[config.mk]
export PLATFORM = sky130hd
export DESIGN_NAME = acsm_core
export DESIGN_NICKNAME = d
export VERILOG_FILES = /design/src/common/acsm_pkg.sv /design/src/common/acsm_link_if.sv /design/src/rtl/acsm_frame_tx.sv /design/src/rtl/acsm_frame_rx.sv /design/src/rtl/acsm_core.sv
export VERILOG_INCLUDE_DIRS = /design/src /design/src/common
export SDC_FILE = /design/constraint.sdc
export NUM_CORES = 1
export LEC_CHECK = 0
export ABC_AREA = 1
export BUFFER_PORTS_ARGS = -buffer_cell sky130_fd_sc_hd__buf_2
export CAP_MARGIN = 10
export CORE_UTILIZATION = 63
export DETAILED_ROUTE_END_ITERATION = 7
export PLACE_DENSITY = 0.85
export RECOVER_POWER = 25
export REMOVE_ABC_BUFFERS = 1
export SLEW_MARGIN = 30
export SYNTH_ARGS = -nofsm -noshare
export SYNTH_HDL_FRONTEND = slang
export SYNTH_SLANG_ARGS = --single-unit
[constraint.sdc]
create_clock -name i_clock -period 5.2 [get_ports i_clock]
set_input_delay 0.26 -clock i_clock [delete_from_list [all_inputs] [get_ports i_clock]]
set_output_delay 0.26 -clock i_clock [all_outputs]
set_load 0.01 [all_outputs]
[src/common/acsm_params.svh]
// constants for the link status, modem slot and queue level block
// assumes a 32-bit register bus and the 256-bit serial link frame
`ifndef ACSM_PARAMS_SVH
`define ACSM_PARAMS_SVH

// ==========================================================
// register offsets (byte addresses)
`define ACSM_OFS_CMD 8'h20
`define ACSM_OFS_STAT 8'h24
`define ACSM_OFS_MCTL 8'h28
`define ACSM_OFS_MSTAT 8'h2c
`define ACSM_OFS_LEVEL 8'h30
`define ACSM_OFS_INT_ST 8'h3c
`define ACSM_OFS_INT_MSK 8'h40

// ==========================================================
// field positions
`define ACSM_CMD_GO_BIT 24
`define ACSM_CMD_RW_BIT 7
`define ACSM_MCTL_GO_BIT 20
`define ACSM_LVL_RX_PURGE_BIT 31
`define ACSM_LVL_TX_PURGE_BIT 30
`define ACSM_TAG_READY_BIT 15
`define ACSM_TAG_S1_BIT 14
`define ACSM_TAG_S2_BIT 13
`define ACSM_TAG_S12_BIT 3

// ==========================================================
// reset values
`define ACSM_RX_FILL_RST 8'h00
`define ACSM_TX_FREE_RST 8'h80
`define ACSM_POS_RST 8'hff

// ==========================================================
// frame layout, in bit positions within the frame
`define ACSM_TAG_LAST 8'd15
`define ACSM_S1_FIRST 8'd16
`define ACSM_S1_LAST 8'd35
`define ACSM_S2_FIRST 8'd36
`define ACSM_S2_LAST 8'd55
`define ACSM_S12_FIRST 8'd236
`define ACSM_S12_LAST 8'd255

`endif

[src/common/acsm_pkg.sv]
// types shared by the link status and modem slot block
// assumes acsm_params.svh for all numeric constants
`default_nettype none
package acsm_pkg;
  typedef logic [31:0] acsm_word_t;
  typedef logic [19:0] acsm_slot_t;
  typedef logic [2:0] acsm_irq_t;
  typedef enum logic [2:0] {
    ACSM_BUS_IDLE = 3'b001,
    ACSM_BUS_WRITE = 3'b010,
    ACSM_BUS_READ = 3'b100
  } acsm_bus_state_t;
endpackage
`default_nettype wire

[src/common/acsm_link_if.sv]
// frame content passed between the core and its serialiser/deserialiser
// assumes all users run on the one system clock
`default_nettype none
interface acsm_link_if;
  import acsm_pkg::*;
  logic [7:0] tx_pos;
  logic tx_cmd_go;
  logic tx_rw;
  logic [6:0] tx_index;
  logic [15:0] tx_wdata;
  logic tx_modem_go;
  acsm_slot_t tx_modem;
  logic tx_bit;
  logic rx_fall;
  logic [7:0] rx_pos;
  logic rx_bit;
  logic rx_done;
  logic [15:0] rx_tag;
  acsm_slot_t rx_slot1;
  acsm_slot_t rx_slot2;
  acsm_slot_t rx_slot12;
  modport core(output tx_pos, tx_cmd_go, tx_rw, tx_index, tx_wdata, tx_modem_go, tx_modem,
    input tx_bit, output rx_fall, rx_pos, rx_bit, input rx_done, rx_tag, rx_slot1, rx_slot2, rx_slot12);
  modport tx(input tx_pos, tx_cmd_go, tx_rw, tx_index, tx_wdata, tx_modem_go, tx_modem, output tx_bit);
  modport rx(input rx_fall, rx_pos, rx_bit, output rx_done, rx_tag, rx_slot1, rx_slot2, rx_slot12);
endinterface
`default_nettype wire

[src/rtl/acsm_frame_tx.sv]
// picks the outgoing serial bit for a frame position
// assumes the core latches the frame content at frame start
`include "acsm_params.svh"
`default_nettype none
module acsm_frame_tx (
  // frame content and position
  acsm_link_if.tx lk
);
  import acsm_pkg::*;
  // ==========================================================
  // slot words
  wire [15:0] tag_word;
  wire [19:0] s1_word;
  wire [19:0] s2_word;
  wire [7:0] i_tag;
  wire [7:0] i_s1;
  wire [7:0] i_s2;
  wire [7:0] i_s12;
  wire in_tag;
  wire in_s1;
  wire in_s2;
  wire in_s12;
  assign tag_word = {lk.tx_cmd_go | lk.tx_modem_go, lk.tx_cmd_go, lk.tx_cmd_go & ~lk.tx_rw, 9'h000,
                     lk.tx_modem_go, 3'h0};
  assign s1_word = {lk.tx_rw, lk.tx_index, 12'h000};
  assign s2_word = {lk.tx_wdata, 4'h0};
  // ==========================================================
  // position decode
  assign i_tag = `ACSM_TAG_LAST - lk.tx_pos;
  assign i_s1 = `ACSM_S1_LAST - lk.tx_pos;
  assign i_s2 = `ACSM_S2_LAST - lk.tx_pos;
  assign i_s12 = `ACSM_S12_LAST - lk.tx_pos;
  assign in_tag = lk.tx_pos <= `ACSM_TAG_LAST;
  assign in_s1 = lk.tx_pos >= `ACSM_S1_FIRST && lk.tx_pos <= `ACSM_S1_LAST;
  assign in_s2 = lk.tx_pos >= `ACSM_S2_FIRST && lk.tx_pos <= `ACSM_S2_LAST;
  assign in_s12 = lk.tx_pos >= `ACSM_S12_FIRST;
  assign lk.tx_bit = in_tag ? tag_word[i_tag[3:0]] :
                     (in_s1 && lk.tx_cmd_go) ? s1_word[i_s1[4:0]] :
                     (in_s2 && lk.tx_cmd_go && !lk.tx_rw) ? s2_word[i_s2[4:0]] :
                     (in_s12 && lk.tx_modem_go) ? lk.tx_modem[i_s12[4:0]] :
                     1'b0;
endmodule
`default_nettype wire

[src/rtl/acsm_frame_rx.sv]
// collects tag, slots 1, 2 and 12 from the incoming serial stream
// assumes rx_fall marks a synchronised falling edge of the link clock
`include "acsm_params.svh"
`default_nettype none
module acsm_frame_rx (
  // clock and reset
  input wire logic i_clock,
  input wire logic i_rst_n,
  input wire logic i_clk_en,
  // link side
  acsm_link_if.rx lk
);
  import acsm_pkg::*;
  logic [19:0] shift_q;
  logic done_q;
  logic [15:0] tag_q;
  acsm_slot_t s1_q;
  acsm_slot_t s2_q;
  acsm_slot_t s12_q;
  wire [19:0] shift_d;
  assign shift_d = {shift_q[18:0], lk.rx_bit};
  // ==========================================================
  // shift every bit, capture at the ends of the tag and slots 1, 2 and 12
  always_ff @(posedge i_clock) begin
    if (!i_rst_n) begin
      shift_q <= 20'h00000;
      done_q <= 1'b0;
      tag_q <= 16'h0000;
      s1_q <= 20'h00000;
      s2_q <= 20'h00000;
      s12_q <= 20'h00000;
    end else if (i_clk_en) begin
      done_q <= lk.rx_fall && lk.rx_pos == `ACSM_S12_LAST;
      if (lk.rx_fall) begin
        shift_q <= shift_d;
        if (lk.rx_pos == `ACSM_TAG_LAST) tag_q <= shift_d[15:0];
        if (lk.rx_pos == `ACSM_S1_LAST) s1_q <= shift_d;
        if (lk.rx_pos == `ACSM_S2_LAST) s2_q <= shift_d;
        if (lk.rx_pos == `ACSM_S12_LAST) s12_q <= shift_d;
      end
    end
  end
  assign lk.rx_done = done_q;
  assign lk.rx_tag = tag_q;
  assign lk.rx_slot1 = s1_q;
  assign lk.rx_slot2 = s2_q;
  assign lk.rx_slot12 = s12_q;
endmodule
`default_nettype wire

[src/rtl/acsm_core.sv]
// link status, codec readback, modem slot 12 and queue level registers
// assumes one AHB-Lite slave on the bus (hreadyout drives hready) and a codec driving the link clock
//
// Overview of operation
// - codec-ready bit 24 follows the ready flag of each received frame tag
// - a new codec register read request clears readback-valid bit 23
// - readback-valid sets again when the codec returns read data
// - the echoed register index lands in bits 22-16
// - the latest codec read data is held in bits 15-0
// - a set slot-12 send bit sends the payload in the next frame
// - the slot-12 send bit clears itself at the start of the frame that sends it; writing 0 does nothing
// - the 20-bit outgoing payload is serialised into slot 12
// - the latest valid incoming slot-12 status is kept in bits 19-0
// - an update of the incoming slot-12 status raises an interrupt
// - writing 1 to bit 31 purges the receive queue, self clearing
// - writing 1 to bit 30 purges the transmit queue, self clearing
// - bits 15-8 report bytes held in the receive queue
// - bits 7-0 report free bytes in the transmit queue
// - a set command bit sends address in slot 1 and, for a write only, the write data in slot 2
// - the command direction bit goes out in slot 1, 1 meaning read
//
// Local design decision: register access over AHB-Lite.
`include "acsm_params.svh"
`default_nettype none
module acsm_core (
  // clock, reset, enable
  input wire logic i_clock,
  input wire logic i_rst_n,
  input wire logic i_clk_en,
  // ahb-lite slave
  input wire logic i_hsel,
  input wire logic [31:0] i_haddr,
  input wire logic [1:0] i_htrans,
  input wire logic i_hwrite,
  input wire logic [2:0] i_hsize,
  input wire logic i_hready,
  input wire acsm_pkg::acsm_word_t i_hwdata,
  output logic [31:0] o_hrdata,
  output logic o_hreadyout,
  output logic o_hresp,
  // serial link
  input wire logic i_bit_clk,
  input wire logic i_sdata_in,
  output logic o_sync,
  output logic o_sdata_out,
  // queue levels and purge strobes
  input wire logic [7:0] i_rx_fill,
  input wire logic [7:0] i_tx_free,
  output logic o_rx_purge,
  output logic o_tx_purge,
  // interrupt
  output logic o_irq
);
  import acsm_pkg::*;

  acsm_link_if lk();

  // ==========================================================
  // link pin synchronisers and edge detect
  logic [2:0] bclk_q;
  logic [1:0] sdin_q;
  logic [7:0] pos_q;
  wire bit_rise;
  wire bit_fall;
  wire [7:0] pos_next;
  wire frame_start;
  always_ff @(posedge i_clock) begin
    if (!i_rst_n) begin
      bclk_q <= 3'h0;
      sdin_q <= 2'h0;
    end else if (i_clk_en) begin
      bclk_q <= {bclk_q[1:0], i_bit_clk};
      sdin_q <= {sdin_q[0], i_sdata_in};
    end
  end
  assign bit_rise = bclk_q[1] & ~bclk_q[2];
  assign bit_fall = ~bclk_q[1] & bclk_q[2];
  assign pos_next = pos_q + 8'd1;
  assign frame_start = bit_rise && pos_next == 8'h00;

  // ==========================================================
  // bus slave
  acsm_bus_state_t bus_q;
  logic [7:0] addr_q;
  logic hready_q;
  logic [31:0] hrdata_q;
  logic [31:0] rd_mux;
  wire accept;
  wire wr_en;
  wire wr_cmd;
  wire wr_mctl;
  wire wr_level;
  wire wr_int_st;
  wire wr_int_msk;
  assign accept = i_hsel & i_htrans[1] & i_hready;
  assign wr_en = bus_q == ACSM_BUS_WRITE && i_hready;
  assign wr_cmd = wr_en && addr_q == `ACSM_OFS_CMD;
  assign wr_mctl = wr_en && addr_q == `ACSM_OFS_MCTL;
  assign wr_level = wr_en && addr_q == `ACSM_OFS_LEVEL;
  assign wr_int_st = wr_en && addr_q == `ACSM_OFS_INT_ST;
  assign wr_int_msk = wr_en && addr_q == `ACSM_OFS_INT_MSK;
  // reads take one wait state so a write just before is seen
  always_ff @(posedge i_clock) begin
    if (!i_rst_n) begin
      bus_q <= ACSM_BUS_IDLE;
      addr_q <= 8'h00;
      hready_q <= 1'b1;
      hrdata_q <= 32'h00000000;
    end else if (i_clk_en) begin
      unique case (bus_q)
        ACSM_BUS_READ: begin
          hrdata_q <= rd_mux;
          hready_q <= 1'b1;
          bus_q <= ACSM_BUS_IDLE;
        end
        ACSM_BUS_IDLE, ACSM_BUS_WRITE: begin
          if (accept) begin
            addr_q <= i_haddr[7:0];
            hready_q <= i_hwrite;
            bus_q <= i_hwrite ? ACSM_BUS_WRITE : ACSM_BUS_READ;
          end else begin
            bus_q <= ACSM_BUS_IDLE;
          end
        end
      endcase
    end
  end

  // ==========================================================
  // command and modem control registers
  logic cmd_go_q;
  logic cmd_rw_q;
  logic [6:0] cmd_index_q;
  logic [15:0] cmd_wdata_q;
  logic modem_go_q;
  acsm_slot_t modem_out_q;
  logic frm_cmd_q;
  logic frm_rw_q;
  logic [6:0] frm_index_q;
  logic [15:0] frm_wdata_q;
  logic frm_modem_q;
  acsm_slot_t frm_payload_q;
  wire cmd_set;
  wire modem_set;
  assign cmd_set = wr_cmd & i_hwdata[`ACSM_CMD_GO_BIT];
  assign modem_set = wr_mctl & i_hwdata[`ACSM_MCTL_GO_BIT];
  always_ff @(posedge i_clock) begin
    if (!i_rst_n) begin
      cmd_go_q <= 1'b0;
      cmd_rw_q <= 1'b0;
      cmd_index_q <= 7'h00;
      cmd_wdata_q <= 16'h0000;
      modem_go_q <= 1'b0;
      modem_out_q <= 20'h00000;
    end else if (i_clk_en) begin
      if (wr_cmd) begin
        cmd_rw_q <= i_hwdata[`ACSM_CMD_RW_BIT];
        cmd_index_q <= i_hwdata[6:0];
        cmd_wdata_q <= i_hwdata[23:8];
      end
      if (wr_mctl) modem_out_q <= i_hwdata[19:0];
      // a request written in the frame-start cycle waits for the next frame
      cmd_go_q <= cmd_set | (cmd_go_q & ~frame_start);
      modem_go_q <= modem_set | (modem_go_q & ~frame_start);
    end
  end
  // frame content is frozen at frame start
  always_ff @(posedge i_clock) begin
    if (!i_rst_n) begin
      frm_cmd_q <= 1'b0;
      frm_rw_q <= 1'b0;
      frm_index_q <= 7'h00;
      frm_wdata_q <= 16'h0000;
      frm_modem_q <= 1'b0;
      frm_payload_q <= 20'h00000;
    end else if (i_clk_en && frame_start) begin
      frm_cmd_q <= cmd_go_q;
      frm_rw_q <= cmd_rw_q;
      frm_index_q <= cmd_index_q;
      frm_wdata_q <= cmd_wdata_q;
      frm_modem_q <= modem_go_q;
      frm_payload_q <= modem_out_q;
    end
  end

  // ==========================================================
  // serial framing
  logic sync_q;
  logic sdout_q;
  assign lk.tx_pos = pos_next;
  assign lk.tx_cmd_go = frame_start ? cmd_go_q : frm_cmd_q;
  assign lk.tx_rw = frame_start ? cmd_rw_q : frm_rw_q;
  assign lk.tx_index = frame_start ? cmd_index_q : frm_index_q;
  assign lk.tx_wdata = frame_start ? cmd_wdata_q : frm_wdata_q;
  assign lk.tx_modem_go = frame_start ? modem_go_q : frm_modem_q;
  assign lk.tx_modem = frame_start ? modem_out_q : frm_payload_q;
  // codec answers one bit later than our own position
  assign lk.rx_fall = bit_fall;
  assign lk.rx_pos = pos_q - 8'd1;
  assign lk.rx_bit = sdin_q[1];
  always_ff @(posedge i_clock) begin
    if (!i_rst_n) begin
      pos_q <= `ACSM_POS_RST;
      sync_q <= 1'b0;
      sdout_q <= 1'b0;
    end else if (i_clk_en && bit_rise) begin
      pos_q <= pos_next;
      sync_q <= pos_next <= `ACSM_TAG_LAST;
      sdout_q <= lk.tx_bit;
    end
  end
  acsm_frame_tx u_tx (
    .lk(lk.tx)
  );
  acsm_frame_rx u_rx (
    .i_clock(i_clock),
    .i_rst_n(i_rst_n),
    .i_clk_en(i_clk_en),
    .lk(lk.rx)
  );

  // ==========================================================
  // received status and readback
  logic ready_q;
  logic rb_wait_q;
  logic rb_arm_q;
  logic rbv_q;
  logic [6:0] echo_q;
  logic [15:0] rdata_q;
  acsm_slot_t mstat_q;
  wire rd_req;
  wire rb_set;
  wire mstat_upd;
  assign rd_req = cmd_set & i_hwdata[`ACSM_CMD_RW_BIT];
  assign rb_set = lk.rx_done & rb_wait_q & lk.rx_tag[`ACSM_TAG_S1_BIT] & lk.rx_tag[`ACSM_TAG_S2_BIT];
  assign mstat_upd = lk.rx_done & lk.rx_tag[`ACSM_TAG_S12_BIT];
  always_ff @(posedge i_clock) begin
    if (!i_rst_n) begin
      ready_q <= 1'b0;
      rb_wait_q <= 1'b0;
      rb_arm_q <= 1'b0;
      rbv_q <= 1'b0;
      echo_q <= 7'h00;
      rdata_q <= 16'h0000;
      mstat_q <= 20'h00000;
    end else if (i_clk_en) begin
      if (lk.rx_done) ready_q <= lk.rx_tag[`ACSM_TAG_READY_BIT];
      // frame ending just after the request went out is stale, skip it
      rb_arm_q <= (frame_start & cmd_go_q & cmd_rw_q) | (rb_arm_q & ~lk.rx_done);
      rb_wait_q <= (rb_arm_q & lk.rx_done) | (rb_wait_q & ~rb_set);
      rbv_q <= rb_set | (rbv_q & ~rd_req);
      if (rb_set) begin
        echo_q <= lk.rx_slot1[18:12];
        rdata_q <= lk.rx_slot2[19:4];
      end
      if (mstat_upd) mstat_q <= lk.rx_slot12;
    end
  end

  // ==========================================================
  // queue levels and purge
  logic [7:0] rx_fill_q;
  logic [7:0] tx_free_q;
  logic rx_purge_q;
  logic tx_purge_q;
  wire rx_purge_d;
  wire tx_purge_d;
  assign rx_purge_d = wr_level & i_hwdata[`ACSM_LVL_RX_PURGE_BIT];
  assign tx_purge_d = wr_level & i_hwdata[`ACSM_LVL_TX_PURGE_BIT];
  always_ff @(posedge i_clock) begin
    if (!i_rst_n) begin
      rx_fill_q <= `ACSM_RX_FILL_RST;
      tx_free_q <= `ACSM_TX_FREE_RST;
      rx_purge_q <= 1'b0;
      tx_purge_q <= 1'b0;
    end else if (i_clk_en) begin
      rx_purge_q <= rx_purge_d;
      tx_purge_q <= tx_purge_d;
      rx_fill_q <= (rx_purge_d | rx_purge_q) ? `ACSM_RX_FILL_RST : i_rx_fill;
      tx_free_q <= (tx_purge_d | tx_purge_q) ? `ACSM_TX_FREE_RST : i_tx_free;
    end
  end

  // ==========================================================
  // interrupts: sticky status, write one to clear, set wins
  acsm_irq_t int_st_q;
  acsm_irq_t int_msk_q;
  logic irq_q;
  wire [2:0] int_ev;
  wire [2:0] int_st_d;
  wire [2:0] int_msk_d;
  assign int_ev = {lk.rx_done & (ready_q != lk.rx_tag[`ACSM_TAG_READY_BIT]), rb_set, mstat_upd};
  assign int_st_d = int_ev | (int_st_q & ~({3{wr_int_st}} & i_hwdata[2:0]));
  assign int_msk_d = wr_int_msk ? i_hwdata[2:0] : int_msk_q;
  always_ff @(posedge i_clock) begin
    if (!i_rst_n) begin
      int_st_q <= 3'h0;
      int_msk_q <= 3'h0;
      irq_q <= 1'b0;
    end else if (i_clk_en) begin
      int_st_q <= int_st_d;
      int_msk_q <= int_msk_d;
      irq_q <= |(int_st_d & int_msk_d);
    end
  end

  // ==========================================================
  // read data selection
  always_comb begin
    unique case (addr_q)
      `ACSM_OFS_CMD: rd_mux = {7'h00, cmd_go_q, cmd_wdata_q, cmd_rw_q, cmd_index_q};
      `ACSM_OFS_STAT: rd_mux = {7'h00, ready_q, rbv_q, echo_q, rdata_q};
      `ACSM_OFS_MCTL: rd_mux = {11'h000, modem_go_q, modem_out_q};
      `ACSM_OFS_MSTAT: rd_mux = {12'h000, mstat_q};
      `ACSM_OFS_LEVEL: rd_mux = {16'h0000, rx_fill_q, tx_free_q};
      `ACSM_OFS_INT_ST: rd_mux = {29'h00000000, int_st_q};
      `ACSM_OFS_INT_MSK: rd_mux = {29'h00000000, int_msk_q};
      default: rd_mux = 32'h00000000;
    endcase
  end

  assign o_hrdata = hrdata_q;
  assign o_hreadyout = hready_q;
  assign o_hresp = 1'b0;
  assign o_sync = sync_q;
  assign o_sdata_out = sdout_q;
  assign o_rx_purge = rx_purge_q;
  assign o_tx_purge = tx_purge_q;
  assign o_irq = irq_q;
endmodule
`default_nettype wire

# Yosys cells after proc, flatten, opt, wreduce, memory -nomap -nowiden

Index checks and enable logic that the tools add are counted.

Register bits after elaboration: 318
Logic and storage cells: 176

Add/sub/neg operators: 6
Magnitude comparators: 10
Equality and inequality tests: 16
Muxes and demuxes: 27
Bitwise gates (word level): 43
Reductions and logical operators: 33

Operator list:

| cell                  | number |
|---|---|
| $pmux W25 S7          | 1 |
| $eq A8 B6 Y1 const B  | 8 |
| $and A1 B1 Y1         | 23 |
| $mux W20              | 1 |
| $lt A5 B6 Y1 const B  | 3 |
| $le A8 B6 Y1 const B  | 2 |
| $logic_and A1 B1 Y1   | 16 |
| $mux W16              | 1 |
| $mux W8               | 2 |
| $reduce_and A2 Y1     | 8 |
| $bmux W1 S5           | 3 |
| $reduce_and A3 Y1     | 5 |
| $mux W1               | 12 |
| $sub A5 B5 Y5 const A | 2 |
| $and A3 B3 Y3         | 3 |
| $mux W3               | 3 |
| $add A8 B1 Y8 const B | 1 |
| $eq A8 B4 Y1 const B  | 1 |
| $eq A8 B7 Y1 const B  | 1 |
| $eq A8 B8 Y1 const B  | 1 |
| $ge A8 B5 Y1 const B  | 1 |
| $ge A8 B6 Y1 const B  | 1 |
| $ge A8 B8 Y1 const B  | 1 |
| $le A8 B4 Y1 const B  | 1 |
| other kinds (21)      | 34 |

# Depth between registers and ports, before layout

Gate-level depths: netlist of the first run.

Word-level depth: 10
Mapped depth: 24
Depth with buffers taken out: 23

# Hierarchy

From an unflattened synthesis of the first run, not the netlist that was laid out.

Cell total of the unflattened synthesis: 2129
Area total of the unflattened synthesis: 14767.9 sq um

Modules (own cells, without submodules):

| module        | instances | cells an instance | area each (sq um) | seq. area each (sq um) |
|---|---|---|---|---|
| acsm_core     | 1         | 1417              | 10044.6           | 4324.1 |
| acsm_frame_rx | 1         | 555               | 3956.3            | 1921.8 |
| acsm_frame_tx | 1         | 157               | 767.0             | 0.0 |

# Worst setup path before layout of the first run

OpenSTA, ideal clock, no wires.

Path kind: reg2reg
Start: register pos_q[1]
End: register sdout_q (netlist: o_sdata_out)
Setup time: 0.131 ns
Arrival time: 2.856 ns
Required time: 5.069 ns
Setup slack: 2.213 ns
Stages on the path, launching flop included: 21
Clock period less this slack: 2.987 ns
Cell sequence: dfxtp_1 > ha_1 > nor2_1 > nor2_1 > clkinv_1 > ha_1 > nand2_1 > nor3_2 > nand3_4 > buf_6 > buf_4 > nor2_1 > a211oi_1 > o21ai_1 > nand3_1 > nand2_1 > o21bai_1 > nand2_1 > nand2_1 > nand2_1 > a21oi_2

Cells in the longest elaborated chain, start to end: 10
Elaborated cells between the ends (all ways): 41
Classes of those cells: add/sub: 5; order compare: 6; mux: 18; bitwise: 3; reduce/logical: 9

Ends and longest elaborated chain:

| what                                                                  | RTL line            | source |
|---|---|---|
| start: declaration                                                    | acsm_core.sv:62     | `logic [7:0] pos_q;` |
| start signal: assignment                                              | acsm_core.sv:203    | `` pos_q <= `ACSM_POS_RST; `` |
| start signal: assignment                                              | acsm_core.sv:207    | `pos_q <= pos_next;` |
| $add A8 B1 Y8 *                                                       | acsm_core.sv:78     | `assign pos_next = pos_q + 8'd1;` |
| named net lk.tx_pos[2]                                                | acsm_link_if.sv:6   | `logic [7:0] tx_pos;` |
| parallel branches: the longest is 8 deep, another holds $sub A5 B5 Y5 | n/a                 |  |
| $mux W1 *                                                             | acsm_frame_tx.sv:37 | `assign lk.tx_bit = in_tag ? tag_word[i_tag[3:0]] :` |
| end signal: assignment                                                | acsm_core.sv:209    | `sdout_q <= lk.tx_bit;` |
| end: declaration                                                      | acsm_core.sv:189    | `logic sdout_q;` |

Mark *: on every way through the listed nets, which the timed path passes. The select of a mux whose other input is x is not followed.
A chain may end at the register's enable or synchronous reset.

# Worst setup path after layout of the first run

Start: input port i_rst_n
End: register hrdata_q[16] (netlist: o_hrdata[16])

RTL lines:

| what                   | RTL line         | source |
|---|---|---|
| start: declaration     | acsm_core.sv:28  | `input wire logic i_rst_n,` |
| end signal: assignment | acsm_core.sv:112 | `hrdata_q <= rd_mux;` |
| end: declaration       | acsm_core.sv:86  | `logic [31:0] hrdata_q;` |

No word-level cell between the ends.

==> results.sh, run 1 <==
export IMPL_grtUsageMet3=0.05518
export IMPL_die_area_mm2=0.02019
export IMPL_powerDensity_mw_per_mm2=332.7
export IMPL_synth_edff_count=0
export IMPL_antenna_diode_count=0
export IMPL_dp_cells=1942
export IMPL_rsz0062_at_grt="no"
export IMPL_final_util=0.7489
export IMPL_hp_class="in -> reg"
export IMPL_regToRegStartpoint="pos_q[0]$_SDFFE_PN1P_"
export IMPL_gr_usage_met1=0.4522
export IMPL_yosys_warnings=0
export IMPL_num_rows=50
export IMPL_layout_drive_gt1_share=0.08615
export IMPL_ioPinCount=132
export IMPL_cts_resized=0
export IMPL_wl_per_cell_um=17.59
export IMPL_dp_hpwl_um=22310
export IMPL_ctsHoldBuffers=43
export IMPL_ir_drop_mv=0.2869
export IMPL_clk_pin_slew_ns=0.06
export IMPL_layout_common_cells="dfxtp_1, a21oi_1, o21ai_0"
export IMPL_clock_sinks=283
export IMPL_maxSlewViolCount=372
export IMPL_timing_hold_ws_ns=0.005992
export IMPL_synth_cell_area_mm2=0.01236
export IMPL_async_reset_ff_frac=0
export IMPL_dp_slack_ns=1.246
export IMPL_rr_endpoint="o_sdata_out$_SDFFE_PN0P_"
export IMPL_wl_um=35820
export IMPL_outcome="finished with violations"
export IMPL_synth_area_leader_cell="dfxtp_1"
export IMPL_cts_buffers=28
export IMPL_drtIter0Drc=1239
export IMPL_syn_avg_cell_area_um2=7.372
export IMPL_post_cts_buffers=0
export IMPL_min_path_cells=3
export IMPL_crit_path_end_kind="flop"
export IMPL_arrival_ns=4.81
export IMPL_detail_route_antenna_nets=0
export IMPL_drv_cap=6
export IMPL_worstMarginPinSlew_ns=3.252
export IMPL_crit_type="in -> reg"
export IMPL_yosys_top_cells_area="dfxtp_1, a21oi_1, o21ai_0, nand2_1, inv_1"
export IMPL_final_nets=1858
export IMPL_clkLatencyLatePin_ns=0.56
export IMPL_grt_pass1_wl_um=56280
export IMPL_internal_power_mw=3.555
export IMPL_min_to="addr_q[3]$_SDFFE_PN0P_"
export IMPL_antenna_found_initial=0
export IMPL_hold_violations=0
export IMPL_die_w_um=142.1
export IMPL_reg2regPathDepth=19
export IMPL_setup_slack_ns=0.7015
export IMPL_h_tree_depth=1
export IMPL_area_delta_synth_final_pct=14.83
export IMPL_via_per_inst=5.905
export IMPL_synthCells=1677
export IMPL_power_share_combinational=0.089
export IMPL_route_vias_total=12022
export IMPL_port_buffers=90
export IMPL_ys_ff_latch=283
export IMPL_die_h_um=142.1
export IMPL_dpl_cell_area_mm2=0.01286
export IMPL_gp_congestion=0.9298
export IMPL_switchingPower_mw=1.168
export IMPL_cts_root_buf="clkbuf_16"
export IMPL_p_clk_frac=0.440
export IMPL_ys_types=44
export IMPL_r2r_slack_ns=1.11
export IMPL_grt_usage=0.3525
export IMPL_setup_viol=0
export IMPL_drc=0
export IMPL_critPathRequiredTime_ns=5.51
export IMPL_period_needed_ns=4.498
export IMPL_grt_overflow=0
export IMPL_core_mm2=0.01896
export IMPL_initial_core_util=0.6522
export IMPL_clk_path_buf_depth=3
export IMPL_violations="max-capacitance violations, max-slew violations"
export IMPL_cts_tree="done"
export IMPL_dr_pass1_iters=8
export IMPL_leakagePower_nw=5.401
export IMPL_grt_util_met2=0.5900
export IMPL_swShare=0.2474
export IMPL_start_kind="input port"
export IMPL_slew_limit_headroom=-1.168
export IMPL_grt_max_degree=104
export IMPL_grt_pass1_vias=11224
export IMPL_fmax_ghz=0.2223
export IMPL_mostFrequentLayoutCell="dfxtp_1"
export IMPL_p_seq_frac=0.472
export IMPL_grt_busiest_layer="met2"
export IMPL_fin_skew_ns=0.02278
export IMPL_synth_flop_cell="dfxtp_1"
export IMPL_min_from="i_haddr[3]"
export IMPL_seq_area_frac_synth=0.4583
export IMPL_period_share=0.8651
export IMPL_critPathMaxFanout=103
export IMPL_synth_top_area_frac=0.4583
export IMPL_final_area_mm2=0.01420
export IMPL_fin_cells=2036
-- worst max path at each step --
stage                          startpoint                            endpoint  slack (ns)
floorplan           pos_q[0]$_SDFFE_PN1P_            frm_modem_q$_SDFFE_PN0P_       -0.19
global placement    pos_q[0]$_SDFFE_PN1P_            o_sdata_out$_SDFFE_PN0P_        1.32
detailed placement  pos_q[0]$_SDFFE_PN1P_            o_sdata_out$_SDFFE_PN0P_        1.25
CTS                 pos_q[0]$_SDFFE_PN1P_            o_sdata_out$_SDFFE_PN0P_        1.22
global route                     i_clk_en  u_rx.lk.rx_slot12[12]$_SDFFE_PN0P_        0.36
finish                            i_rst_n           o_hrdata[16]$_SDFFE_PN0P_        0.70
-- critical path, stage by stage --
cell,delay (ns)
clkbuf_2,0.90
inv_1,1.74
clkbuf_1,1.64
a21oi_1,0.18
-- cell type report --
class,instances,area (µm²)
Inverter,204,765.7
Sequential cell,283,5665
Multi-Input combinational cell,1081,5463
Tap cell,260,325.3
Fill cell,1492,4760
Timing Repair Buffer,158,1030
Clock buffer,41,799.5
Clock inverter,9,147.6
-- through the flow --
step / TNS (ns) / total power [mW]
after floorplan: -1.659 / 2.508
after global placement: 0 / 2.646
after detailed placement: 0 / 2.655
after CTS: 0 / 4.721
after global routing: 0 / 4.850
final: 0 / 4.724
-- power by group through the flow --
stage / combinational (mW) / clock (mW) / sequential [mW]
final: 0.419 / 2.08 / 2.23
after global routing: 0.458 / 2.16 / 2.23
after CTS: 0.409 / 2.09 / 2.23
after detailed placement: 0.381 / 0 / 2.27
after global placement: 0.373 / 0 / 2.27
after floorplan: 0.239 / 0 / 2.27
-- layer usage --
metal	wire length, µm	part of all wire	vias to the layer above
met3	2888	0.081	96
met2	16850	0.47	557
met1	14760	0.41	5595
li1	-	-	5774
met4	1321	0.037	0
met5	0	0	-
-- cells in the mapped netlist, types with 9 or more instances --
| cell type | n |
|---|---|
| nor2_1 | 112 |
| nor3_1 | 31 |
| o22ai_1 | 15 |
| ha_1 | 9 |
| inv_1 | 195 |
| clkbuf_1 | 83 |
| nand3_1 | 96 |
| a211oi_1 | 28 |
| nand4_1 | 30 |
| dfxtp_1 | 283 |
| o221ai_1 | 12 |
| nand2_1 | 213 |
| buf_4 | 13 |
| a21oi_1 | 231 |
| o21ai_0 | 230 |
| buf_2 | 14 |
-- flip-flops by register name, indices dropped and copies added (netlist names), 4 cells and up --
signal	cells
u_rx.lk.rx_slot1	7
frm_payload_q	20
pos_q	8
o_hrdata	25
frm_index_q	7
cmd_index_q	7
rdata_q	16
echo_q	7
addr_q	8
u_rx.lk.rx_slot2	16
rx_fill_q	8
cmd_wdata_q	16
u_rx.shift_q	19
mstat_q	20
u_rx.lk.rx_tag	4
tx_free_q	8
u_rx.lk.rx_slot12	20
frm_wdata_q	16
modem_out_q	20
-- logic make-up (layout without fill, tap and decap cells) --
group / after synthesis / count (layout) / share of synthesized area
compound gates: 549 / 549 / 0.2402
xor+xnor: 7 / 7 / 0.004959
fa+ha+maj: 9 / 9 / 0.009109
buf+inv: 320 / 412 / 0.1043
flops: 283 / 283 / 0.4583
other cells: 1 / 8 / 0.0003033
simple gates: 508 / 508 / 0.1829
(Power assumes the default switching activity.)
==> run 2, diff against run 1 <==
REMOVE_ABC_BUFFERS = unset   (was 1)
==> results.sh, run 2 (synthesis results as in run 1) <==
export IMPL_die_h_um=142.1
export IMPL_clk_path_buf_depth=3
export IMPL_grt_overflow=0
export IMPL_swShare=0.2508
export IMPL_p_seq_frac=0.471
export IMPL_cts_root_buf="clkbuf_16"
export IMPL_route_vias_total=12285
export IMPL_dp_hpwl_um=23310
export IMPL_timing_hold_ws_ns=0.006702
export IMPL_core_mm2=0.01896
export IMPL_maxSlewViolCount=164
export IMPL_die_w_um=142.1
export IMPL_crit_type="in -> reg"
export IMPL_dr_pass1_iters=8
export IMPL_fillers=1485
export IMPL_power_share_combinational=0.090
export IMPL_clk_pin_slew_ns=0.07
export IMPL_num_rows=50
export IMPL_port_buffers=90
export IMPL_setup_viol=0
export IMPL_period_share=0.8380
export IMPL_ff_latch_area_mm2=0.005665
export IMPL_critPathRequiredTime_ns=5.68
export IMPL_internal_power_mw=3.542
export IMPL_tns_ns=0
export IMPL_switchingPower_mw=1.185
export IMPL_layout_common_cells="dfxtp_1, a21oi_1, o21ai_0"
export IMPL_multiInputGateArea_mm2=0.005456
export IMPL_arrival_ns=4.84
export IMPL_leakagePower_nw=5.366
export IMPL_p_clk_frac=0.439
export IMPL_area_delta_synth_final_pct=14.52
export IMPL_min_from="i_haddr[5]"
export IMPL_dp_slack_ns=1.191
export IMPL_critPathMaxFanout=120
export IMPL_outcome="finished with violations"
export IMPL_detail_route_antenna_nets=0
export IMPL_cts_buffers=29
export IMPL_regToRegStartpoint="pos_q[0]$_SDFFE_PN1P_"
export IMPL_fmax_ghz=0.2295
export IMPL_ioPinCount=132
export IMPL_powerDensity_mw_per_mm2=333.9
export IMPL_slew_limit_headroom=-1.885
export IMPL_antenna_found_initial=0
export IMPL_start_kind="input port"
export IMPL_drv_cap=2
export IMPL_reg2regPathDepth=22
export IMPL_rr_endpoint="o_sdata_out$_SDFFE_PN0P_"
export IMPL_r2r_slack_ns=1.08
export IMPL_final_nets=1857
export IMPL_layout_drive_gt1_share=0.08460
export IMPL_wl_per_cell_um=18.11
export IMPL_fin_skew_ns=0.01321
export IMPL_grt_usage=0.3616
export IMPL_finalPower_mw=4.727
export IMPL_grt_max_degree=121
export IMPL_min_to="addr_q[5]$_SDFFE_PN0P_"
export IMPL_drtIter0Drc=1404
export IMPL_grt_pass1_vias=11092
export IMPL_drc=2
export IMPL_die_area_mm2=0.02019
export IMPL_rsz0062_at_grt="no"
export IMPL_mostFrequentLayoutCell="dfxtp_1"
export IMPL_min_path_cells=3
export IMPL_hold_violations=0
export IMPL_initial_core_util=0.6522
export IMPL_grt_pass1_wl_um=57670
export IMPL_hp_class="in -> reg"
export IMPL_gp_congestion=0.9151
export IMPL_ir_drop_mv=0.3028
export IMPL_clkLatencyLatePin_ns=0.56
export IMPL_largest_reg_flops=25
export IMPL_cts_tree="done"
export IMPL_setup_slack_ns=0.8422
export IMPL_violations="design-rule violations, max-capacitance violations, max-slew violations"
export IMPL_period_needed_ns=4.358
export IMPL_worstMarginPinSlew_ns=4.328
export IMPL_h_tree_depth=1
export IMPL_cts_resized=0
export IMPL_via_per_inst=6.040
export IMPL_crit_path_end_kind="flop"
export IMPL_wl_um=36840
export IMPL_clock_sinks=283
==> run 2: changes by cell type in the layout (fill, tap and decap cells not counted), moves of 2 or more <==
cell / before / now
clkbuf_8: 5 / 2
clkinvlp_4: 1 / 3
dlygate4sd3_1: 43 / 45
clkbuf_1: 45 / 42
==> run 2: cell type report <==
class,instances,share of cell area
Antenna cell,1,0.0001767
Timing Repair Buffer,156,0.07105
Tap cell,260,0.02298
Multi-Input combinational cell,1081,0.3854
Clock inverter,12,0.01140
Clock buffer,37,0.05479
Sequential cell,283,0.4001
Inverter,204,0.05408
==> run 2: critical path: stages <==
cell and delay, ns:
buf_4 0.49, clkbuf_1 3.06, o21ai_0 0.71, nor2_1 0.25
==> run 2: worst max path at each step <==
stage	startpoint	end	cells past startpoint
final	i_rst_n	echo_q[6]$_SDFFE_PN0P_	4
after global routing	i_rst_n	echo_q[6]$_SDFFE_PN0P_	4
after CTS	pos_q[0]$_SDFFE_PN1P_	o_sdata_out$_SDFFE_PN0P_	22
after detailed placement	pos_q[0]$_SDFFE_PN1P_	o_sdata_out$_SDFFE_PN0P_	22
after global placement	pos_q[0]$_SDFFE_PN1P_	o_sdata_out$_SDFFE_PN0P_	22
after floorplan	pos_q[1]$_SDFFE_PN1P_	o_sdata_out$_SDFFE_PN0P_	20
==> run 2: stage by stage <==
step | cells | area, µm² | utilization
global route | 2033 | 14160 | 0.7468
floorplan | 1684 | 12390 | -
global placement | 1939 | 12820 | 0.6765
detailed placement | 1939 | 12830 | 0.6766
CTS | 2033 | 14210 | 0.7498
finish | 2034 | 14160 | 0.7469
==> run 2: routing by layer <==
layer	routed length [µm]	vias to the layer above	track usage	part of all wire
met5	0	-	0	0
met4	1929	0	0.1834	0.052
met3	3228	137	0.05316	0.088
met2	17060	696	0.5962	0.46
met1	14610	5670	0.4613	0.40
li1	-	5782	-	-
==> run 2: power by group through the flow <==
stage | registers (mW) | logic, mW | clock network (mW)
3_5_place_dp | 2.27 | 0.381 | 0
3_3_place_gp | 2.27 | 0.375 | 0
4_1_cts | 2.23 | 0.410 | 2.08
2_1_floorplan | 2.26 | 0.281 | 0
6_report | 2.23 | 0.424 | 2.08
5_1_grt | 2.23 | 0.459 | 2.17
==> run 2: what timing repair did <==
| action | CTS | global route |
|---|---|---|
| hold buffers | 45 | 0 |
| hold endpoints to repair | 46 | 0 |
| setup buffers | 0 | 0 |
